`src/inc/cto_pkg.sv`:
```
// Shared constants for the CAN timeout and status flag block
package cto_pkg;

  // Register bus geometry
  localparam int ADDR_W = 8;
  localparam int DATA_W = 32;

  // Register byte offsets
  localparam logic [7:0] OFS_CORE_CTRL = 8'h18;
  localparam logic [7:0] OFS_TIMEOUT_CFG = 8'h28;
  localparam logic [7:0] OFS_TIMEOUT_VAL = 8'h2C;
  localparam logic [7:0] OFS_IRQ_FLAGS = 8'h50;
  localparam logic [7:0] OFS_IRQ_MASK = 8'h54;
  localparam logic [7:0] OFS_RX_FIFO1_CFG = 8'hB0;

  // Reset values
  localparam logic [31:0] RST_TIMEOUT_CFG = 32'hFFFF0000;
  localparam logic [2:0] RST_CORE_CTRL = 3'h1;
  localparam logic [31:0] RST_ZERO = 32'h00000000;

  // Core control fields
  localparam int CTRL_INIT_BIT = 0;
  localparam int CTRL_CFG_CHANGE_BIT = 1;
  localparam int CTRL_RESTRICTED_BIT = 2;

  // Timeout configuration fields
  localparam int CFG_ENABLE_BIT = 0;
  localparam int CFG_SELECT_LSB = 1;
  localparam int CFG_PERIOD_LSB = 16;
  localparam logic [31:0] CFG_WRITABLE = 32'hFFFF0007;

  // Timeout select encodings
  localparam logic [1:0] SEL_CONTINUOUS = 2'h0;
  localparam logic [1:0] SEL_TX_EVENT = 2'h1;
  localparam logic [1:0] SEL_RX_FIFO0 = 2'h2;
  localparam logic [1:0] SEL_RX_FIFO1 = 2'h3;

  // Interrupt flag positions
  localparam int FLG_TX_EVENT_WMARK = 13;
  localparam int FLG_TX_EVENT_FULL = 14;
  localparam int FLG_TX_EVENT_LOST = 15;
  localparam int FLG_TIMESTAMP_WRAP = 16;
  localparam int FLG_RAM_FAILURE = 17;
  localparam int FLG_TIMEOUT = 18;
  localparam logic [31:0] FLG_IMPLEMENTED = 32'h0007E000;

  // Receive FIFO 1 start address keeps word bits only
  localparam logic [31:0] FIFO1_ADDR_MASK = 32'h0000FFFC;

endpackage : cto_pkg

```
`src/cto_timeout_counter.sv`:
```
// Timeout down-counter with continuous and FIFO-controlled modes
`timescale 1ns/10ps
module cto_timeout_counter (
  // Clock and reset
  input wire logic clk_in,
  input wire logic rst_b_in,
  // Configuration
  input wire logic enable_in,
  input wire logic [1:0] select_in,
  input wire logic [15:0] period_in,
  // Reload and FIFO levels
  input wire logic reload_in,
  input wire logic tx_event_empty_in,
  input wire logic rx_fifo0_empty_in,
  input wire logic rx_fifo1_empty_in,
  // Results
  output logic [15:0] count_out,
  output logic expired_out
);
  import cto_pkg::*;

  // Whole state of the counter
  typedef struct packed {
    logic [15:0] count;
    logic expired;
  } cto_cnt_s;

  cto_cnt_s s_q;
  cto_cnt_s s_d;
  logic fifo_empty; // Empty flag of the selected FIFO

  // Pick the controlling FIFO
  always_comb begin
    case (select_in)
      SEL_TX_EVENT: fifo_empty = tx_event_empty_in;
      SEL_RX_FIFO0: fifo_empty = rx_fifo0_empty_in;
      SEL_RX_FIFO1: fifo_empty = rx_fifo1_empty_in;
      default: fifo_empty = 1'b0;
    endcase
  end

  // Next counter value
  always_comb begin
    s_d = s_q;
    s_d.expired = 1'b0;
    if (!enable_in) begin
      // Disabled counter parks at the period
      s_d.count = period_in;
    end else if (select_in == SEL_CONTINUOUS && reload_in) begin
      s_d.count = period_in;
    end else if (select_in != SEL_CONTINUOUS && fifo_empty) begin
      // Empty FIFO presets; first stored element starts the count
      s_d.count = period_in;
    end else if (s_q.count != 16'h0000) begin
      s_d.count = s_q.count - 16'h0001;
      // Zero reached: pulse once, then sit at zero
      s_d.expired = (s_q.count == 16'h0001);
    end
  end

  // State register
  always_ff @(posedge clk_in) begin
    if (!rst_b_in) begin
      s_q.count <= RST_TIMEOUT_CFG[31:16];
      s_q.expired <= 1'b0;
    end else begin
      s_q <= s_d;
    end
  end

  assign count_out = s_q.count;
  assign expired_out = s_q.expired;
endmodule : cto_timeout_counter

```
`src/cto_top.sv`:
```
// Timeout counter, message RAM status flags and their register file
`timescale 1ns/10ps

// What this block does
// - Config writes need init and change-enable set
// - Period field upper half is counter start
// - Select field picks continuous or FIFO control
// - Continuous mode: value write reloads counter
// - FIFO mode: empty holds period, stored starts
// - Enable bit gates the timeout counter
// - Timeout-occurred flag at bit 18
// - Late filtering aborted on next arbitration
// - Failed message RAM write aborts storage
// - Aborted store: no put index, no new-data
// - Late transmit read aborts, enters restricted
// - Timestamp wrap sets bit 16
// - Lost or zero-size event write sets bit 15
// - Bit 14 follows event FIFO full
// - Bit 13 set when fill reaches watermark
// - FIFO 1 start address: word bits only
module cto_top (
  // Clock and reset
  input wire logic clk_in,
  input wire logic rst_b_in,
  // Register port
  input wire logic [cto_pkg::ADDR_W-1:0] addr_in,
  input wire logic [cto_pkg::DATA_W-1:0] wr_data_in,
  input wire logic wr_in,
  input wire logic rd_in,
  output logic [cto_pkg::DATA_W-1:0] rd_data_out,
  // FIFO state from the message handlers
  input wire logic tx_event_empty_in,
  input wire logic rx_fifo0_empty_in,
  input wire logic rx_fifo1_empty_in,
  input wire logic [5:0] tx_event_size_in,
  input wire logic [5:0] tx_event_fill_in,
  input wire logic [5:0] tx_event_wmark_in,
  // Handler events, one-cycle pulses
  input wire logic tx_event_write_in,
  input wire logic tx_event_lost_in,
  input wire logic timestamp_wrap_in,
  input wire logic rx_busy_in,
  input wire logic arb_field_done_in,
  input wire logic rx_write_fail_in,
  input wire logic rx_store_done_in,
  input wire logic tx_read_late_in,
  // Handler controls
  output logic rx_abort_out,
  output logic store_commit_out,
  output logic tx_abort_out,
  output logic restricted_out,
  output logic init_out,
  output logic [15:0] rx_fifo1_start_address_out,
  output logic irq_out
);
  import cto_pkg::*;

  // Whole register state of the block
  typedef struct packed {
    logic [2:0] ctrl;
    logic [31:0] cfg;
    logic [31:0] flags;
    logic [31:0] mask;
    logic [31:0] fifo1_cfg;
    // Read data register, zero outside the answer cycle
    logic [31:0] rdata;
    logic rx_abort;
    logic store_commit;
    logic tx_abort;
    logic irq;
  } cto_top_s;

  cto_top_s s_q;
  cto_top_s s_d;
  logic [15:0] timeout_count; // Live counter value
  logic timeout_expired; // Counter just reached zero
  logic val_write; // Software wrote the counter value register
  logic cfg_unlocked; // Config register may be written
  logic tx_event_full; // Event FIFO holds size elements
  logic tx_event_wmark; // Event FIFO at or above watermark
  logic rx_abort_now; // Receive work aborted this cycle
  logic [31:0] flag_set; // Hardware set requests
  logic [31:0] flag_clr; // Software write-one-to-clear

  // Address match helper, used by every decode
  function automatic logic hit(input logic [7:0] a, input logic [7:0] ofs);
    hit = (a == ofs);
  endfunction : hit

  // Counter runs in its own module
  cto_timeout_counter cto_timeout_counter_inst (
    .clk_in(clk_in),
    .rst_b_in(rst_b_in),
    .enable_in(s_q.cfg[CFG_ENABLE_BIT]),
    .select_in(s_q.cfg[CFG_SELECT_LSB +: 2]),
    .period_in(s_q.cfg[CFG_PERIOD_LSB +: 16]),
    .reload_in(val_write),
    .tx_event_empty_in(tx_event_empty_in),
    .rx_fifo0_empty_in(rx_fifo0_empty_in),
    .rx_fifo1_empty_in(rx_fifo1_empty_in),
    .count_out(timeout_count),
    .expired_out(timeout_expired)
  );

  // Event FIFO level conditions and write strobes
  always_comb begin
    // Zero-size FIFO never counts as full
    tx_event_full = (tx_event_size_in != 6'h00) && (tx_event_fill_in >= tx_event_size_in);
    // Watermark zero means the watermark is off
    tx_event_wmark = (tx_event_wmark_in != 6'h00) && (tx_event_fill_in >= tx_event_wmark_in);
    // A write to the value register is the continuous-mode reload
    val_write = wr_in && hit(addr_in, OFS_TIMEOUT_VAL);
    cfg_unlocked = s_q.ctrl[CTRL_INIT_BIT] && s_q.ctrl[CTRL_CFG_CHANGE_BIT];
    // Next arbitration field caught the receive handler still busy, or a message RAM write failed
    rx_abort_now = (arb_field_done_in && rx_busy_in) || rx_write_fail_in;
  end

  // Hardware flag sources
  always_comb begin
    flag_set = RST_ZERO;
    flag_set[FLG_TIMEOUT] = timeout_expired;
    flag_set[FLG_RAM_FAILURE] = rx_abort_now || tx_read_late_in;
    flag_set[FLG_TIMESTAMP_WRAP] = timestamp_wrap_in;
    // Lost element, or any write into an event FIFO of size zero
    flag_set[FLG_TX_EVENT_LOST] = tx_event_lost_in ||
      (tx_event_write_in && tx_event_size_in == 6'h00);
    flag_set[FLG_TX_EVENT_WMARK] = tx_event_wmark;
    // Ones written to the flag register clear those bits, zeros leave them
    flag_clr = (wr_in && hit(addr_in, OFS_IRQ_FLAGS)) ? wr_data_in : RST_ZERO;
  end

  // Next state of every register
  always_comb begin
    // Start from the held value; each branch below moves one field.
    // Software writes come first, hardware sets after, so hardware wins.
    s_d = s_q;

    // Core control: software bits, hardware may set restricted
    if (wr_in && hit(addr_in, OFS_CORE_CTRL)) begin
      s_d.ctrl = wr_data_in[2:0];
    end
    if (tx_read_late_in) begin
      // Set beats a simultaneous software clear
      s_d.ctrl[CTRL_RESTRICTED_BIT] = 1'b1;
    end

    // Timeout config only while unlocked; other writes dropped
    if (wr_in && hit(addr_in, OFS_TIMEOUT_CFG) && cfg_unlocked) begin
      s_d.cfg = wr_data_in & CFG_WRITABLE;
    end

    // Sticky flags: clear first, so a same-cycle set wins
    s_d.flags = ((s_q.flags & ~flag_clr) | flag_set) & FLG_IMPLEMENTED;
    // Full is a live level, not sticky
    s_d.flags[FLG_TX_EVENT_FULL] = tx_event_full;

    if (wr_in && hit(addr_in, OFS_IRQ_MASK)) begin
      s_d.mask = wr_data_in & FLG_IMPLEMENTED;
    end

    // Start address keeps word bits, low bits read zero
    if (wr_in && hit(addr_in, OFS_RX_FIFO1_CFG)) begin
      s_d.fifo1_cfg = wr_data_in & FIFO1_ADDR_MASK;
    end

    // Handler controls, one cycle after their cause
    s_d.rx_abort = rx_abort_now;
    // An aborted store never advances the put index or new-data
    s_d.store_commit = rx_store_done_in && !rx_abort_now;
    s_d.tx_abort = tx_read_late_in;

    // Level interrupt from the values being registered
    s_d.irq = |(s_d.flags & s_d.mask);

    // Read data stands only in the cycle after the strobe
    s_d.rdata = RST_ZERO;
    if (rd_in) begin
      if (hit(addr_in, OFS_CORE_CTRL)) begin
        s_d.rdata = {29'h0, s_q.ctrl};
      end else if (hit(addr_in, OFS_TIMEOUT_CFG)) begin
        s_d.rdata = s_q.cfg;
      end else if (hit(addr_in, OFS_TIMEOUT_VAL)) begin
        // Live count, so two reads in a row may differ
        s_d.rdata = {16'h0000, timeout_count};
      end else if (hit(addr_in, OFS_IRQ_FLAGS)) begin
        // Full bit is the live level, the others are sticky
        s_d.rdata = s_q.flags;
      end else if (hit(addr_in, OFS_IRQ_MASK)) begin
        s_d.rdata = s_q.mask;
      end else if (hit(addr_in, OFS_RX_FIFO1_CFG)) begin
        s_d.rdata = s_q.fifo1_cfg;
      end else begin
        // Unmapped reads return zero
        s_d.rdata = RST_ZERO;
      end
    end
  end

  // State register, synchronous active-low reset
  always_ff @(posedge clk_in) begin
    if (!rst_b_in) begin
      // Init comes up set, so config stays locked until change-enable
      s_q.ctrl <= RST_CORE_CTRL;
      s_q.cfg <= RST_TIMEOUT_CFG;
      s_q.flags <= RST_ZERO;
      s_q.mask <= RST_ZERO;
      s_q.fifo1_cfg <= RST_ZERO;
      s_q.rdata <= RST_ZERO;
      s_q.rx_abort <= 1'b0;
      s_q.store_commit <= 1'b0;
      s_q.tx_abort <= 1'b0;
      s_q.irq <= 1'b0;
    end else begin
      s_q <= s_d;
    end
  end

  // Outputs come straight from the state register
  assign rd_data_out = s_q.rdata;
  assign rx_abort_out = s_q.rx_abort;
  assign store_commit_out = s_q.store_commit;
  assign tx_abort_out = s_q.tx_abort;
  assign restricted_out = s_q.ctrl[CTRL_RESTRICTED_BIT];
  assign init_out = s_q.ctrl[CTRL_INIT_BIT];
  assign rx_fifo1_start_address_out = s_q.fifo1_cfg[15:0];
  assign irq_out = s_q.irq;
endmodule : cto_top

```
`config.mk`:
```
export PLATFORM = sky130hd
export DESIGN_NAME = cto_top
export DESIGN_NICKNAME = d
export VERILOG_FILES = /design/src/inc/cto_pkg.sv /design/src/cto_timeout_counter.sv /design/src/cto_top.sv
export SDC_FILE = /design/constraint.sdc
export NUM_CORES = 1
export LEC_CHECK = 0
export ABC_CLOCK_PERIOD_IN_PS = 2400
export BUFFER_PORTS_ARGS = -buffer_cell sky130_fd_sc_hd__buf_2
export CAP_MARGIN = 20
export CORE_MARGIN = 8
export CORE_UTILIZATION = 50
export CTS_CLUSTER_DIAMETER = 150
export DETAILED_ROUTE_END_ITERATION = 16
export GPL_TIMING_DRIVEN = 0
export PLACE_DENSITY = 0.83
export SLEW_MARGIN = 20
export SYNTH_ARGS = -nofsm -noshare
export SYNTH_HDL_FRONTEND = slang
export SYNTH_SLANG_ARGS = --single-unit
```
`constraint.sdc`:
```
create_clock -name clk_in -period 2.4 [get_ports clk_in]
set_input_delay 0 -clock clk_in [delete_from_list [all_inputs] [get_ports clk_in]]
set_output_delay 0 -clock clk_in [all_outputs]
set_load 0.01 [all_outputs]
```
# Word level (Yosys, flattened, before mapping)
# Index checks and enable logic that the tools add are counted.
# op_classes
addsub,1
multipliers,0
n_div,0
n_lt_le_gt_ge,2
n_eq_ne,11
n_shift,0
mux,15
bitwise_logic,8
n_reduce_logical,30
# op_table
cell,count
2-to-1 mux 32 bit,6
2-to-1 mux 16 bit,4
AND 19 x 32 -> 32 bit,1
OR reduction 32 bit,1
AND 19 bit,1
2-to-1 mux 19 bit,1
NOT 19 bit,1
OR 19 bit,1
2-to-1 mux 17 bit,1
equality test 16 x 1 -> 1 bit (second input constant),1
equality test 8 x 6 -> 1 bit (second input constant),2
equality test 8 x 7 -> 1 bit (second input constant),2
nonzero test 16 bit,1
subtractor 16 x 1 -> 16 bit (second input constant),1
logical AND 1 bit,15
greater-or-equal comparator 6 bit,2
nonzero test 6 bit,2
equality test 8 x 5 -> 1 bit (second input constant),1
equality test 8 bit (second input constant),1
zero test 6 bit,1
OR reduction 5 bit,1
equality test 2 bit (second input constant),2
!= test 4 x 1 -> 1 bit (second input constant),1
NOT 1 bit,4
other kinds (10),13
# word_totals
ff_bits,127
latch_bits,0
mem_bits_rw,0
romBits,0
in_bits,73
out_inout_bits,54
wordCells,81
memories,0

# Depth between registers and ports, before layout
# Gate-level depths: netlist of run 1.
# depth
ltp_word,8
depth_mapped,8
depth_no_buf,8

# Hierarchy
# Synthesis of run 1 repeated with hierarchy kept, for this count alone.
# unflattened
hier_cells,547
hier_area_um2,4961.0
# by_module_without_submodules
module,instances,cells_each,area_per_inst_um2,seq_area_each_um2
cto_top,1,430,3875.0,1681.6
cto_timeout_counter,1,117,1086.0,340.3

# Worst setup path before layout of run 1
# Ideal clock, no wire load.
# synth_path
kind,reg-to-reg
startpoint,register cto_timeout_counter_inst.s_q (netlist bit cto_timeout_counter_inst.count_out[4])
endpoint,register cto_timeout_counter_inst.s_q (netlist bit cto_timeout_counter_inst.count_out[13])
setup_ps,122
t_arrival_ps,1756
required_ps,2278
slack_ps,522
stages_incl_launch_ff,7
n_path_buf,1
period_less_slack_ps,1878
path_cell_list,dfxtp_1 > or4_4 > nor3_4 > nand3_4 > nor2b_4 > buf_6 > a221o_1
# synth_between
elab_chain_cells,5
word_cells_on_any_way,7
classes_between,1 x add/sub; 1 x eq/ne; 4 x mux; 1 x reduce/logical
# synth_lines
element,line_no,source
start: declaration,cto_timeout_counter.sv:28,cto_cnt_s s_q;
subtractor 16 x 1 -> 16 bit,cto_timeout_counter.sv:55,s_d.count = s_q.count - 16'h0001;
2-to-1 mux 17 bit,cto_timeout_counter.sv:54,end else if (s_q.count != 16'h0000) begin
2-to-1 mux 16 bit,cto_timeout_counter.sv:51,end else if (select_in != SEL_CONTINUOUS && fifo_empty) begin
2-to-1 mux 16 bit,cto_timeout_counter.sv:49,end else if (select_in == SEL_CONTINUOUS && reload_in) begin
2-to-1 mux 16 bit,cto_timeout_counter.sv:46,if (!enable_in) begin
# Parallel ways exist; a longest one is shown, timed or not. The select of a mux whose other input is x is not followed.
# A chain may end at the register's enable or synchronous reset.

# Final worst setup path of run 1
# layout_path
startpoint,register cto_timeout_counter_inst.s_q (netlist bit cto_timeout_counter_inst.count_out[0])
endpoint,register cto_timeout_counter_inst.s_q (netlist bit cto_timeout_counter_inst.count_out[11])
# The elaborated chain is that of the path after synthesis.

==> out/qor.csv, run 1 <==
metric,value,unit
clock power share,39.6,%
DP Worst Slack,264.0,ps
worst reg2reg startpoint,cto_timeout_counter_inst.count_out[0],
relative max-transition margin,49.72,%
sequential fraction of the synthesis area,43.32,%
# port buffers,122,
pin count of the biggest net entering global routing,16,
post-synthesis average cell area,8.756,um^2
Synth-to-Final Area Change,30.40,%
largest stage delay on the critical path,680,ps
clock input transition at the sequential cells of the worst setup and hold paths,90,ps
net switching fraction of the power,21.25,%
Post-Layout Inst Area,0.006086,mm^2
CTS tree,done,
count of antenna diodes in the layout,0,
Yosys warning count,0,
largest cells by area after synthesis,"sky130_fd_sc_hd__dfxtp_1 43%, sky130_fd_sc_hd__buf_4 7.9%, sky130_fd_sc_hd__nand2_1 7.0%",
Least-Margin Pin Slew,748.0,ps
setup repair after global routing missed its margin,false,
power density normalized to cell area,530.9,mW/mm^2
startpoint of the most critical hold path,tx_event_size_in[1],
PnR worst setup slack,299.0,ps
wire length reported by the detailed router,12910,um
initial antenna violation count,0,
count of unique library cells instantiated by Yosys,51,
Die Span Y,112.6,um
clock tree sinks,101,
Final Max Tran Viols,0,
Nets,797,
count of buffers added by post-CTS timing repair for setup,0,
Hold Path Class,primary input to flop,
root buf cell,sky130_fd_sc_hd__clkbuf_8,
worst-case reg-to-reg path depth,5,
mean routed wirelength per cell,15.64,um
Inserted Clock Buffers,9,
final design utilization,66.49,%
Worst EP required,2650,ps
internal reg-to-reg setup slack,300,ps
fill cell count,754,
Max VDD drop,0.2620,mV
crit path kind,flop to flop,
number of instances in the synthesized netlist,533,
chip width,112.6,um
count of placed standard cells including taps,767,
highest attainable clock frequency,0.4760,GHz
endpoint of the worst-slack reg-to-reg timing path,cto_timeout_counter_inst.count_out[11],
cell breakdown of the critical path,nor4_1 > nand2_1 > nor3_1 > xor2_1 > a221o_1,
DRC violation count after routing,0,
initial standard-cell utilization of the core,50.99,%
count of final hold-check violations,0,
Final Non-Filler Cells,825,
clock period minus final worst setup slack,2101,ps
cell depth of the worst min-delay path,3,
buffer levels on the longest clock path,2,
Congestion Overflow GR,0,
element type at the critical path end,flop,
nature of the critical path startpoint,flop,
critical path data arrival time,2350,ps
commonest cells in the synthesized netlist,"101 x sky130_fd_sc_hd__dfxtp_1, 87 x sky130_fd_sc_hd__nand2_1, 49 x sky130_fd_sc_hd__buf_4, 36 x sky130_fd_sc_hd__a21oi_1, 35 x sky130_fd_sc_hd__nor2_1",
Cell Int Power,2544,uW
static leakage,0.002836,uW
weighted congestion at the end of routability-driven global placement,0.9211,
# IOs,127,
Fin Setup TNS,0,ps
Max-cap violations,0,
Critical Path Fanout Max,6,
average vias per placed instance,5.338,
top-area cell type share of the netlist area,43.32,%
run status,finished clean,
number of enable-type register cells in the synthesized netlist,0,
cell with the most instances after synthesis,sky130_fd_sc_hd__dfxtp_1,
sequential power share,52.4,%
vias in the first global route,4581,
share of async-settable or async-resettable flops after synthesis,0,%
Min-Delay Endpoint,s_q[114],
total via count in the routed design,4404,
global-route wire length before repair,21130,um
"Cell Area, Placed",0.005420,mm^2
synthesized area,0.004667,mm^2
count of standard-cell rows,35,
combinational power share,8.1,%
H-tree lvl count,3,
total setup violations reported at the end of the flow,0,
clk_skew,8.222,ps
detailed placer's ending HPWL,9788,um
layout cell share with drive strength beyond 1,28.99,%
Overall Global Routing Usage,20.43,%
Net Sw Power,686.6,uW
post-route fraction of the period consumed by the critical path,87.54,%
Pre-Repair DR Iteration Count,6,
placeable core region,0.009153,mm^2
Iter 0 DRT Violations,205,
Detail Route Antenna Nets,0,
most used flip-flop cell after synthesis,sky130_fd_sc_hd__dfxtp_1,
largest area contributor in the netlist,sky130_fd_sc_hd__dfxtp_1,
Die Area,0.01268,mm^2
clock insertion delay at the later pin of the skew report,360,ps
flip-flop and latch count after synthesis,101,
crit path max-delay cell type,sky130_fd_sc_hd__nor4_1,
-- metal layers --
metal / wire (um) / vias to the layer above / share of wire [%] / GRT usage (%)
li1: - / 2134 / - / -
met1: 5335 / 2078 / 41 / 22.98
met2: 6464 / 164 / 50 / 36.51
met3: 834 / 28 / 6.5 / 5.314
met4: 271 / 0 / 2.1 / 6.835
met5: 0 / - / 0 / 0
-- flip-flops by register name, indices dropped and copies added, names as in the netlist --
register / flops
init_out: 1
tx_abort_out: 1
store_commit_out: 1
s_q: 32
rx_fifo1_start_address_out: 14
irq_out: 1
cto_timeout_counter_inst.count_out: 16
restricted_out: 1
cto_timeout_counter_inst.expired_out: 1
rd_data_out: 32
rx_abort_out: 1
-- how the worst max path moves through the flow --
stage	depth (start not counted)	to	startpoint
after global placement	7	cto_timeout_counter_inst.count_out[12]	cto_timeout_counter_inst.count_out[0]
after detailed placement	7	cto_timeout_counter_inst.count_out[12]	cto_timeout_counter_inst.count_out[0]
after global routing	5	cto_timeout_counter_inst.count_out[11]	cto_timeout_counter_inst.count_out[0]
final	5	cto_timeout_counter_inst.count_out[11]	cto_timeout_counter_inst.count_out[0]
after floorplan	6	cto_timeout_counter_inst.count_out[13]	cto_timeout_counter_inst.count_out[4]
after CTS	7	cto_timeout_counter_inst.count_out[12]	cto_timeout_counter_inst.count_out[0]
-- area by class of cell --
class	instances	area (um^2)	area share, %
Sequential cell	101	2022	33.22
Clock inverter	4	95.09	1.562
Clock buffer	12	145.1	2.385
Buffer	74	478.0	7.854
Tap cell	111	138.9	2.282
Timing Repair Buffer	164	1031	16.94
Multi-Input combinational cell	342	2112	34.70
Inverter	17	63.81	1.049
-- power by group through the flow --
stage | Sequential [uW] | Clock (uW) | Combinational (uW)
after floorplan | 1730 | 0 | 95.8
after global placement | 1730 | 0 | 193
after detailed placement | 1730 | 0 | 202
after CTS | 1690 | 1300 | 258
after global routing | 1690 | 1360 | 286
final | 1690 | 1280 | 260
-- cells in the final DEF (no fill, tap or decap), types with 15 or more instances in the layout --
| master | instances |
|---|---|
| sky130_fd_sc_hd__a21oi_1 | 36 |
| sky130_fd_sc_hd__buf_2 | 129 |
| sky130_fd_sc_hd__buf_4 | 49 |
| sky130_fd_sc_hd__clkbuf_1 | 19 |
| sky130_fd_sc_hd__dfxtp_1 | 101 |
| sky130_fd_sc_hd__dlygate4sd3_1 | 42 |
| sky130_fd_sc_hd__ha_1 | 15 |
| sky130_fd_sc_hd__inv_1 | 16 |
| sky130_fd_sc_hd__nand2_1 | 87 |
| sky130_fd_sc_hd__nand3_1 | 28 |
| sky130_fd_sc_hd__nor2_1 | 35 |
-- critical path, delay by kind of cell, from the launching register on --
| family | cells | cell delay (ps) |
|---|---|---|
| AND/OR/NAND/NOR | 3 | 1160 |
| flip-flops | 1 | 390 |
| AO/OA/AOI/OAI | 1 | 320 |
| XOR/XNOR | 1 | 120 |
-- logic make-up after synthesis --
| logic type | share of synthesized area (%) |
|---|---|
| other cells | 0.08035 |
| xor+xnor | 2.440 |
| compound gates | 12.52 |
| flops | 43.32 |
| buf+inv | 11.61 |
| fa+ha+maj | 4.021 |
| simple gates | 22.71 |
| mux | 3.298 |
-- what timing repair did --
action,CTS,global route
endpoints found under the hold margin,49,0
hold buffers,42,0
gates resized for setup,0,1
setup endpoints to repair,0,1
-- per-stage QoR --
step | hold slack [ps] | power [uW]
after global routing | 49.11 | 3341
after detailed placement | 216.7 | 1934
final | 28.43 | 3231
after CTS | 21.39 | 3251
after floorplan | 121.7 | 1828
after global placement | 213.2 | 1924
Note: power is estimated with default switching activity, not from simulation.
==> inputs of run 2 (changes only) <==
--- a/config.mk
+++ b/config.mk
@@ -18,3 +18,4 @@
 export SYNTH_ARGS = -nofsm -noshare
 export SYNTH_HDL_FRONTEND = slang
 export SYNTH_SLANG_ARGS = --single-unit
+export TNS_END_PERCENT = 100
==> constraint.sdc (replaced) <==
create_clock -name clk_in -period 2.4 [get_ports clk_in]
set_input_delay 0.36 -clock clk_in [delete_from_list [all_inputs] [get_ports clk_in]]
set_output_delay 0.36 -clock clk_in [all_outputs]
set_load 0.01 [all_outputs]
==> run 2 against run 1 <==
  * Clock-buffer cell count unchanged
  * Critical path depth did not move
  * Core utilization shrank 4.6 points
  * Clock power barely moved
  * Sequential cell count stayed put
  * Clock skew up 0.67 ps
  * Combinational power shrank 22%
  * Power fell by 1.8%
  * Die area stayed put
  * Maximum frequency shrank 0.38%
  * Sequential power about the same
  * Non-clock buffer count is 42 lower
  * Critical endpoint unchanged
  * Highest routed layer is now met5
==> out/qor.csv, run 2 (synthesis results as in run 1) <==
metric,value,unit,change
overall power,3172,uW,was 3231 uW
mean routed wirelength per cell,15.79,um,was 15.64 um
Detail Route Antenna Nets,0,,unchanged
Final Max Tran Viols,0,,unchanged
power density normalized to cell area,559.8,mW/mm^2,was 530.9 mW/mm^2
critical path data arrival time,2360,ps,was 2350 ps
Overall Global Routing Usage,19.62,%,was 20.43%
cell breakdown of the critical path,nor4_1 > nand2_1 > nor3_1 > xor2_1 > a221o_1,,unchanged
vias in the first global route,4345,,"was 4,581"
post-route fraction of the period consumed by the critical path,87.87,%,was 87.54%
static leakage,0.002657,uW,was 0.002836 uW
worst hold slack after final layout,207.3,ps,was 28.43 ps
Die Span Y,112.6,um,unchanged
most frequent cells in the layout,"129 x sky130_fd_sc_hd__buf_2, 101 x sky130_fd_sc_hd__dfxtp_1, 87 x sky130_fd_sc_hd__nand2_1, 49 x sky130_fd_sc_hd__buf_4, 36 x sky130_fd_sc_hd__a21oi_1",,"was 129 x sky130_fd_sc_hd__buf_2, 101 x sky130_fd_sc_hd__dfxtp_1, 87 x sky130_fd_sc_hd__nand2_1, 49 x sky130_fd_sc_hd__buf_4, 42 x sky130_fd_sc_hd__dlygate4sd3_1"
Max-cap violations,0,,unchanged
most frequent standard cell in the layout excluding fill and tap cells,sky130_fd_sc_hd__buf_2,,unchanged
layout cell share with drive strength beyond 1,30.80,%,was 28.99%
buffering stage count on the worst path with inverters included,0,,unchanged
# IOs,127,,unchanged
run status,finished clean,,unchanged
global-route wire length before repair,20120,um,"was 21,130 um"
total via count in the routed design,4198,,"was 4,404"
clock input transition at the sequential cells of the worst setup and hold paths,90,ps,about the same
element type at the critical path end,flop,,unchanged
count of antenna diodes in the layout,0,,unchanged
Synth-to-Final Area Change,21.39,%,was 30.40%
critical path's top delay family,simple AND/OR/NAND/NOR gates,,unchanged
# port buffers,122,,unchanged
count of standard-cell rows,35,,unchanged
setup repair after global routing missed its margin,false,,unchanged
Hold Path Class,primary input to flop,,unchanged
DP Worst Slack,33.07,ps,was 264.0 ps
H-tree lvl count,3,,unchanged
Max VDD drop,0.2619,mV,was 0.2620 mV
Die Area,0.01268,mm^2,unchanged
root buf cell,sky130_fd_sc_hd__clkbuf_8,,unchanged
initial antenna violation count,1,,was 0
pin count of the biggest net entering global routing,16,,unchanged
detailed placer's ending HPWL,9788,um,unchanged
Critical Path Fanout Max,6,,unchanged
weighted congestion at the end of routability-driven global placement,0.9211,,unchanged
count of final hold-check violations,0,,unchanged
clock period minus final worst setup slack,2109,ps,was 2101 ps
Iter 0 DRT Violations,241,,was 205
crit path kind,flop to flop,,unchanged
largest stage delay on the critical path,690,ps,was 680 ps
DRC violation count after routing,0,,unchanged
Inserted Clock Buffers,9,,unchanged
PnR worst setup slack,291.1,ps,was 299.0 ps
crit path max-delay cell type,sky130_fd_sc_hd__nor4_1,,unchanged
highest attainable clock frequency,0.4742,GHz,was 0.4760 GHz
clock tree sinks,101,,unchanged
wire length reported by the detailed router,12370,um,"was 12,910 um"
buffer levels on the longest clock path,2,,unchanged
initial standard-cell utilization of the core,50.99,%,unchanged
chip width,112.6,um,unchanged
Fin Setup TNS,0,ps,unchanged
average vias per placed instance,5.361,,was 5.338
Pre-Repair DR Iteration Count,5,,was 6
clk_skew,8.889,ps,was 8.222 ps
clock insertion delay at the later pin of the skew report,360,ps,about the same
count of buffers added by post-CTS timing repair for setup,0,,unchanged
relative max-transition margin,49.90,%,was 49.72%
total setup violations reported at the end of the flow,0,,unchanged
nature of the critical path startpoint,flop,,unchanged
CTS tree,done,,unchanged
Congestion Overflow GR,0,,unchanged
Worst EP required,2650,ps,about the same
Least-Margin Pin Slew,745.3,ps,was 748.0 ps
placeable core region,0.009153,mm^2,unchanged
Nets,755,,was 797
-- run 2: through the flow --
step | cells | instance area, um^2 | util [%]
after floorplan | 534 | 4671 | -
after global placement | 767 | 5420 | 59.22
after detailed placement | 767 | 5420 | 59.22
after CTS | 783 | 5660 | 61.85
after global routing | 783 | 5665 | 61.90
final | 783 | 5665 | 61.90
-- run 2: path summary, 6_finish.rpt --
kind	startpoint	end	slack, ps	cells after the start
max	cto_timeout_counter_inst.count_out[0]	cto_timeout_counter_inst.count_out[11]	290	5
max reg2reg	cto_timeout_counter_inst.count_out[0]	cto_timeout_counter_inst.count_out[11]	290	5
min	wr_data_in[20]	s_q[152]	210	3
min reg2reg	rx_fifo1_start_address_out[10]	rx_fifo1_start_address_out[10]	480	2
-- run 2: final cells by class --
class,instances,area [um^2]
Clock inverter,4,95.09
Inverter,17,63.81
Clock buffer,12,145.1
Multi-Input combinational cell,342,2112
Tap cell,111,138.9
Fill cell,791,3487
Timing Repair Buffer,122,610.6
Buffer,74,478.0
Sequential cell,101,2022
-- run 2: power breakdown --
| part | switching, uW | leakage (uW) | internal (uW) |
|---|---|---|---|
| clock network | 555 | 0.000121 | 721 |
| logic | 111 | 0.00172 | 92.0 |
| registers | 6.09 | 0.000817 | 1690 |
-- run 2: repair_timing --
action	in CTS	in global routing
hold buffers	0	0
resized for setup	0	1
setup endpoints to repair	0	1
-- run 2: layer usage --
metal | track usage (%) | routed length [um]
met5 | 0 | 8
met4 | 6.205 | 242
met2 | 35.16 | 6178
met3 | 5.958 | 933
met1 | 21.62 | 5003
-- run 2: worst reg2reg max path: stages, from the launching register on --
cell and delay (ps):
sky130_fd_sc_hd__dfxtp_1 390, sky130_fd_sc_hd__nor4_1 690, sky130_fd_sc_hd__nand2_1 240, sky130_fd_sc_hd__nor3_1 250, sky130_fd_sc_hd__xor2_1 120, sky130_fd_sc_hd__a221o_1 320
==> inputs of run 3 (changes only) <==
--- a/config.mk
+++ b/config.mk
@@ -6,7 +6,7 @@
 export NUM_CORES = 1
 export LEC_CHECK = 0
 export ABC_CLOCK_PERIOD_IN_PS = 2400
-export BUFFER_PORTS_ARGS = -buffer_cell sky130_fd_sc_hd__buf_2
+export BUFFER_PORTS_ARGS = -buffer_cell sky130_fd_sc_hd__buf_4
 export CAP_MARGIN = 20
 export CORE_MARGIN = 8
 export CORE_UTILIZATION = 50
@@ -14,7 +14,7 @@
 export DETAILED_ROUTE_END_ITERATION = 16
 export GPL_TIMING_DRIVEN = 0
 export PLACE_DENSITY = 0.83
-export SLEW_MARGIN = 20
+export SLEW_MARGIN = 30
 export SYNTH_ARGS = -nofsm -noshare
 export SYNTH_HDL_FRONTEND = slang
 export SYNTH_SLANG_ARGS = --single-unit
==> run 3 against run 2 <==
  * Critical endpoint is now cto_timeout_counter_inst.count_out[12]
  * Sequential power is essentially flat
  * Critical path type unchanged
  * Maximum frequency fell by 7.0%
  * Wire length up 1.3%
  * Global-route usage shrank 0.15 points
==> out/qor.csv, run 3 (synthesis results as in run 1) <==
metric,value,unit,change
run status,finished clean,,unchanged
highest attainable clock frequency,0.4408,GHz,was 0.4742 GHz
post-route fraction of the period consumed by the critical path,94.53,%,was 87.87%
clock period minus final worst setup slack,2269,ps,was 2109 ps
Detail Route Antenna Nets,0,,unchanged
total setup violations reported at the end of the flow,0,,unchanged
detailed placer's ending HPWL,10000,um,was 9788 um
Inserted Clock Buffers,9,,unchanged
# port buffers,122,,unchanged
DP Worst Slack,-40.47,ps,was 33.07 ps
critical path's top delay family,simple AND/OR/NAND/NOR gates,,unchanged
Least-Margin Pin Slew,795.6,ps,was 745.3 ps
Pre-Repair DR Iteration Count,5,,unchanged
hold buffer count at CTS,0,,unchanged
post-cts resize count,0,,unchanged
chip width,112.6,um,unchanged
Max-cap violations,0,,unchanged
CTS tree,done,,unchanged
crit path max-delay cell type,sky130_fd_sc_hd__nor3b_1,,was sky130_fd_sc_hd__nor4_1
layout cell share with drive strength beyond 1,30.95,%,was 30.80%
PnR worst setup slack,131.4,ps,was 291.1 ps
weighted congestion at the end of routability-driven global placement,0.9134,,was 0.9211
setup repair after global routing missed its margin,false,,unchanged
net switching fraction of the power,24.16,%,was 21.20%
Synth-to-Final Area Change,27.08,%,was 21.39%
clock tree sinks,101,,unchanged
Worst EP required,2650,ps,about the same
nature of the critical path startpoint,flop,,unchanged
Die Span Y,112.6,um,unchanged
Final Max Tran Viols,0,,unchanged
Critical Path Fanout Max,6,,unchanged
average vias per placed instance,5.324,,was 5.361
critical path data arrival time,2520,ps,was 2360 ps
count of buffers added by post-CTS timing repair for setup,0,,unchanged
placeable core region,0.009153,mm^2,unchanged
Congestion Overflow GR,0,,unchanged
Cell Int Power,2309,uW,was 2499 uW
combinational power share,7.9,%,was 6.4%
clock insertion delay at the later pin of the skew report,370,ps,was 360 ps
initial antenna violation count,0,,was 1
power density normalized to cell area,513.4,mW/mm^2,was 559.8 mW/mm^2
total via count in the routed design,4169,,"was 4,198"
wire length reported by the detailed router,12520,um,"was 12,370 um"
relative max-transition margin,46.47,%,was 49.90%
count of final hold-check violations,0,,unchanged
Nets,755,,unchanged
H-tree lvl count,3,,unchanged
buffering stage count on the worst path with inverters included,1,,was 0
clock input transition at the sequential cells of the worst setup and hold paths,110,ps,was 90 ps
buffer levels on the longest clock path,2,,unchanged
sequential power share,55.6,%,was 53.4%
Hold Path Class,primary input to flop,,unchanged
Max VDD drop,0.3078,mV,was 0.2619 mV
# IOs,127,,unchanged
DRC violation count after routing,0,,unchanged
initial standard-cell utilization of the core,50.99,%,unchanged
clk_skew,13.19,ps,was 8.889 ps
Post-Layout Inst Area,0.005931,mm^2,was 0.005665 mm^2
largest stage delay on the critical path,540,ps,was 690 ps
root buf cell,sky130_fd_sc_hd__clkbuf_8,,unchanged
cell breakdown of the critical path,inv_1 > ha_1 > nor3b_1 > nand2_1 > nor4_1 > xor2_1 > a221o_1,,was nor4_1 > nand2_1 > nor3_1 > xor2_1 > a221o_1
crit path kind,flop to flop,,unchanged
count of antenna diodes in the layout,0,,unchanged
Die Area,0.01268,mm^2,unchanged
most frequent cells in the layout,"171 x sky130_fd_sc_hd__buf_4, 101 x sky130_fd_sc_hd__dfxtp_1, 87 x sky130_fd_sc_hd__nand2_1, 36 x sky130_fd_sc_hd__a21oi_1, 35 x sky130_fd_sc_hd__nor2_1",,"was 129 x sky130_fd_sc_hd__buf_2, 101 x sky130_fd_sc_hd__dfxtp_1, 87 x sky130_fd_sc_hd__nand2_1, 49 x sky130_fd_sc_hd__buf_4, 36 x sky130_fd_sc_hd__a21oi_1"
element type at the critical path end,flop,,unchanged
count of standard-cell rows,35,,unchanged
mean routed wirelength per cell,15.99,um,was 15.79 um
Iter 0 DRT Violations,222,,was 241
pin count of the biggest net entering global routing,19,,was 16
static leakage,0.002689,uW,was 0.002657 uW
vias in the first global route,4293,,"was 4,345"
final design utilization,64.80,%,was 61.90%
most frequent standard cell in the layout excluding fill and tap cells,sky130_fd_sc_hd__buf_4,,was sky130_fd_sc_hd__buf_2
"Cell Area, Placed",0.005725,mm^2,was 0.005420 mm^2
Overall Global Routing Usage,19.48,%,was 19.62%
global-route wire length before repair,20220,um,"was 20,120 um"
Net Sw Power,735.5,uW,was 672.4 uW
clock power share,36.5,%,was 40.2%
## run 3: changes by cell type in the layout (fill, tap and decap cells not counted)
cell                         delta
sky130_fd_sc_hd__buf_2        -122
sky130_fd_sc_hd__buf_4        +122
sky130_fd_sc_hd__clkinvlp_4     +3
sky130_fd_sc_hd__bufinv_16      -2
sky130_fd_sc_hd__clkbuf_1       -2
sky130_fd_sc_hd__inv_6          +2
sky130_fd_sc_hd__clkbuf_8       -1
sky130_fd_sc_hd__clkinv_2       -1
sky130_fd_sc_hd__inv_8          +1
sky130_fd_sc_hd__nor3b_1        +1
sky130_fd_sc_hd__nor3b_2        -1
## run 3: path summary, 6_finish.rpt
check                                           endpoint                                   from  slack, ps  depth (start not counted)
setup / recovery  cto_timeout_counter_inst.count_out[12]  cto_timeout_counter_inst.count_out[0]        130                          7
hold / removal                                  s_q[152]                         wr_data_in[20]        190                          3
setup reg to reg  cto_timeout_counter_inst.count_out[12]  cto_timeout_counter_inst.count_out[0]        130                          7
hold reg to reg                                 s_q[118]   cto_timeout_counter_inst.expired_out        470                          2
## run 3: power by group through the flow
stage	combinational, uW	clock, uW	sequential (uW)
2_1_floorplan	95.8	0	1730
3_3_place_gp	229	0	1730
3_5_place_dp	239	0	1730
4_1_cts	240	1120	1690
5_1_grt	261	1190	1690
6_report	240	1110	1690
## run 3: worst min-delay path, stage by stage
cell and delay (ps):
sky130_fd_sc_hd__buf_4 70, sky130_fd_sc_hd__nand2_1 40, sky130_fd_sc_hd__nand3_1 60
## run 3: cell type report
type | instances | area [um^2]
multi-input cells | 342 | 2107
flip-flops and latches | 101 | 2022
clock buffers | 9 | 123.9
inverters | 17 | 63.81
well taps | 111 | 138.9
fillers | 784 | 3222
clock inverters | 7 | 81.33
repair buffers | 122 | 915.9
plain buffers | 74 | 478.0
## run 3: metrics by stage
stage	hold WS [ps]	setup TNS [ps]	instances	power, uW
final	189.2	0	783	3045
after global routing	190.0	0	783	3143
after CTS	185.3	0	783	3055
after detailed placement	450.6	-93.38	767	1970
after global placement	451.7	0	767	1960
after floorplan	424.1	0	534	1828
## run 3: per-layer routing
layer / up-vias / share of wire, % / GRT usage (%)
met4: 0 / 1.9 / 6.475
li1: 2041 / - / -
met3: 18 / 8.3 / 5.851
met5: - / 0 / 0
met1: 1962 / 40 / 21.69
met2: 148 / 50 / 34.52
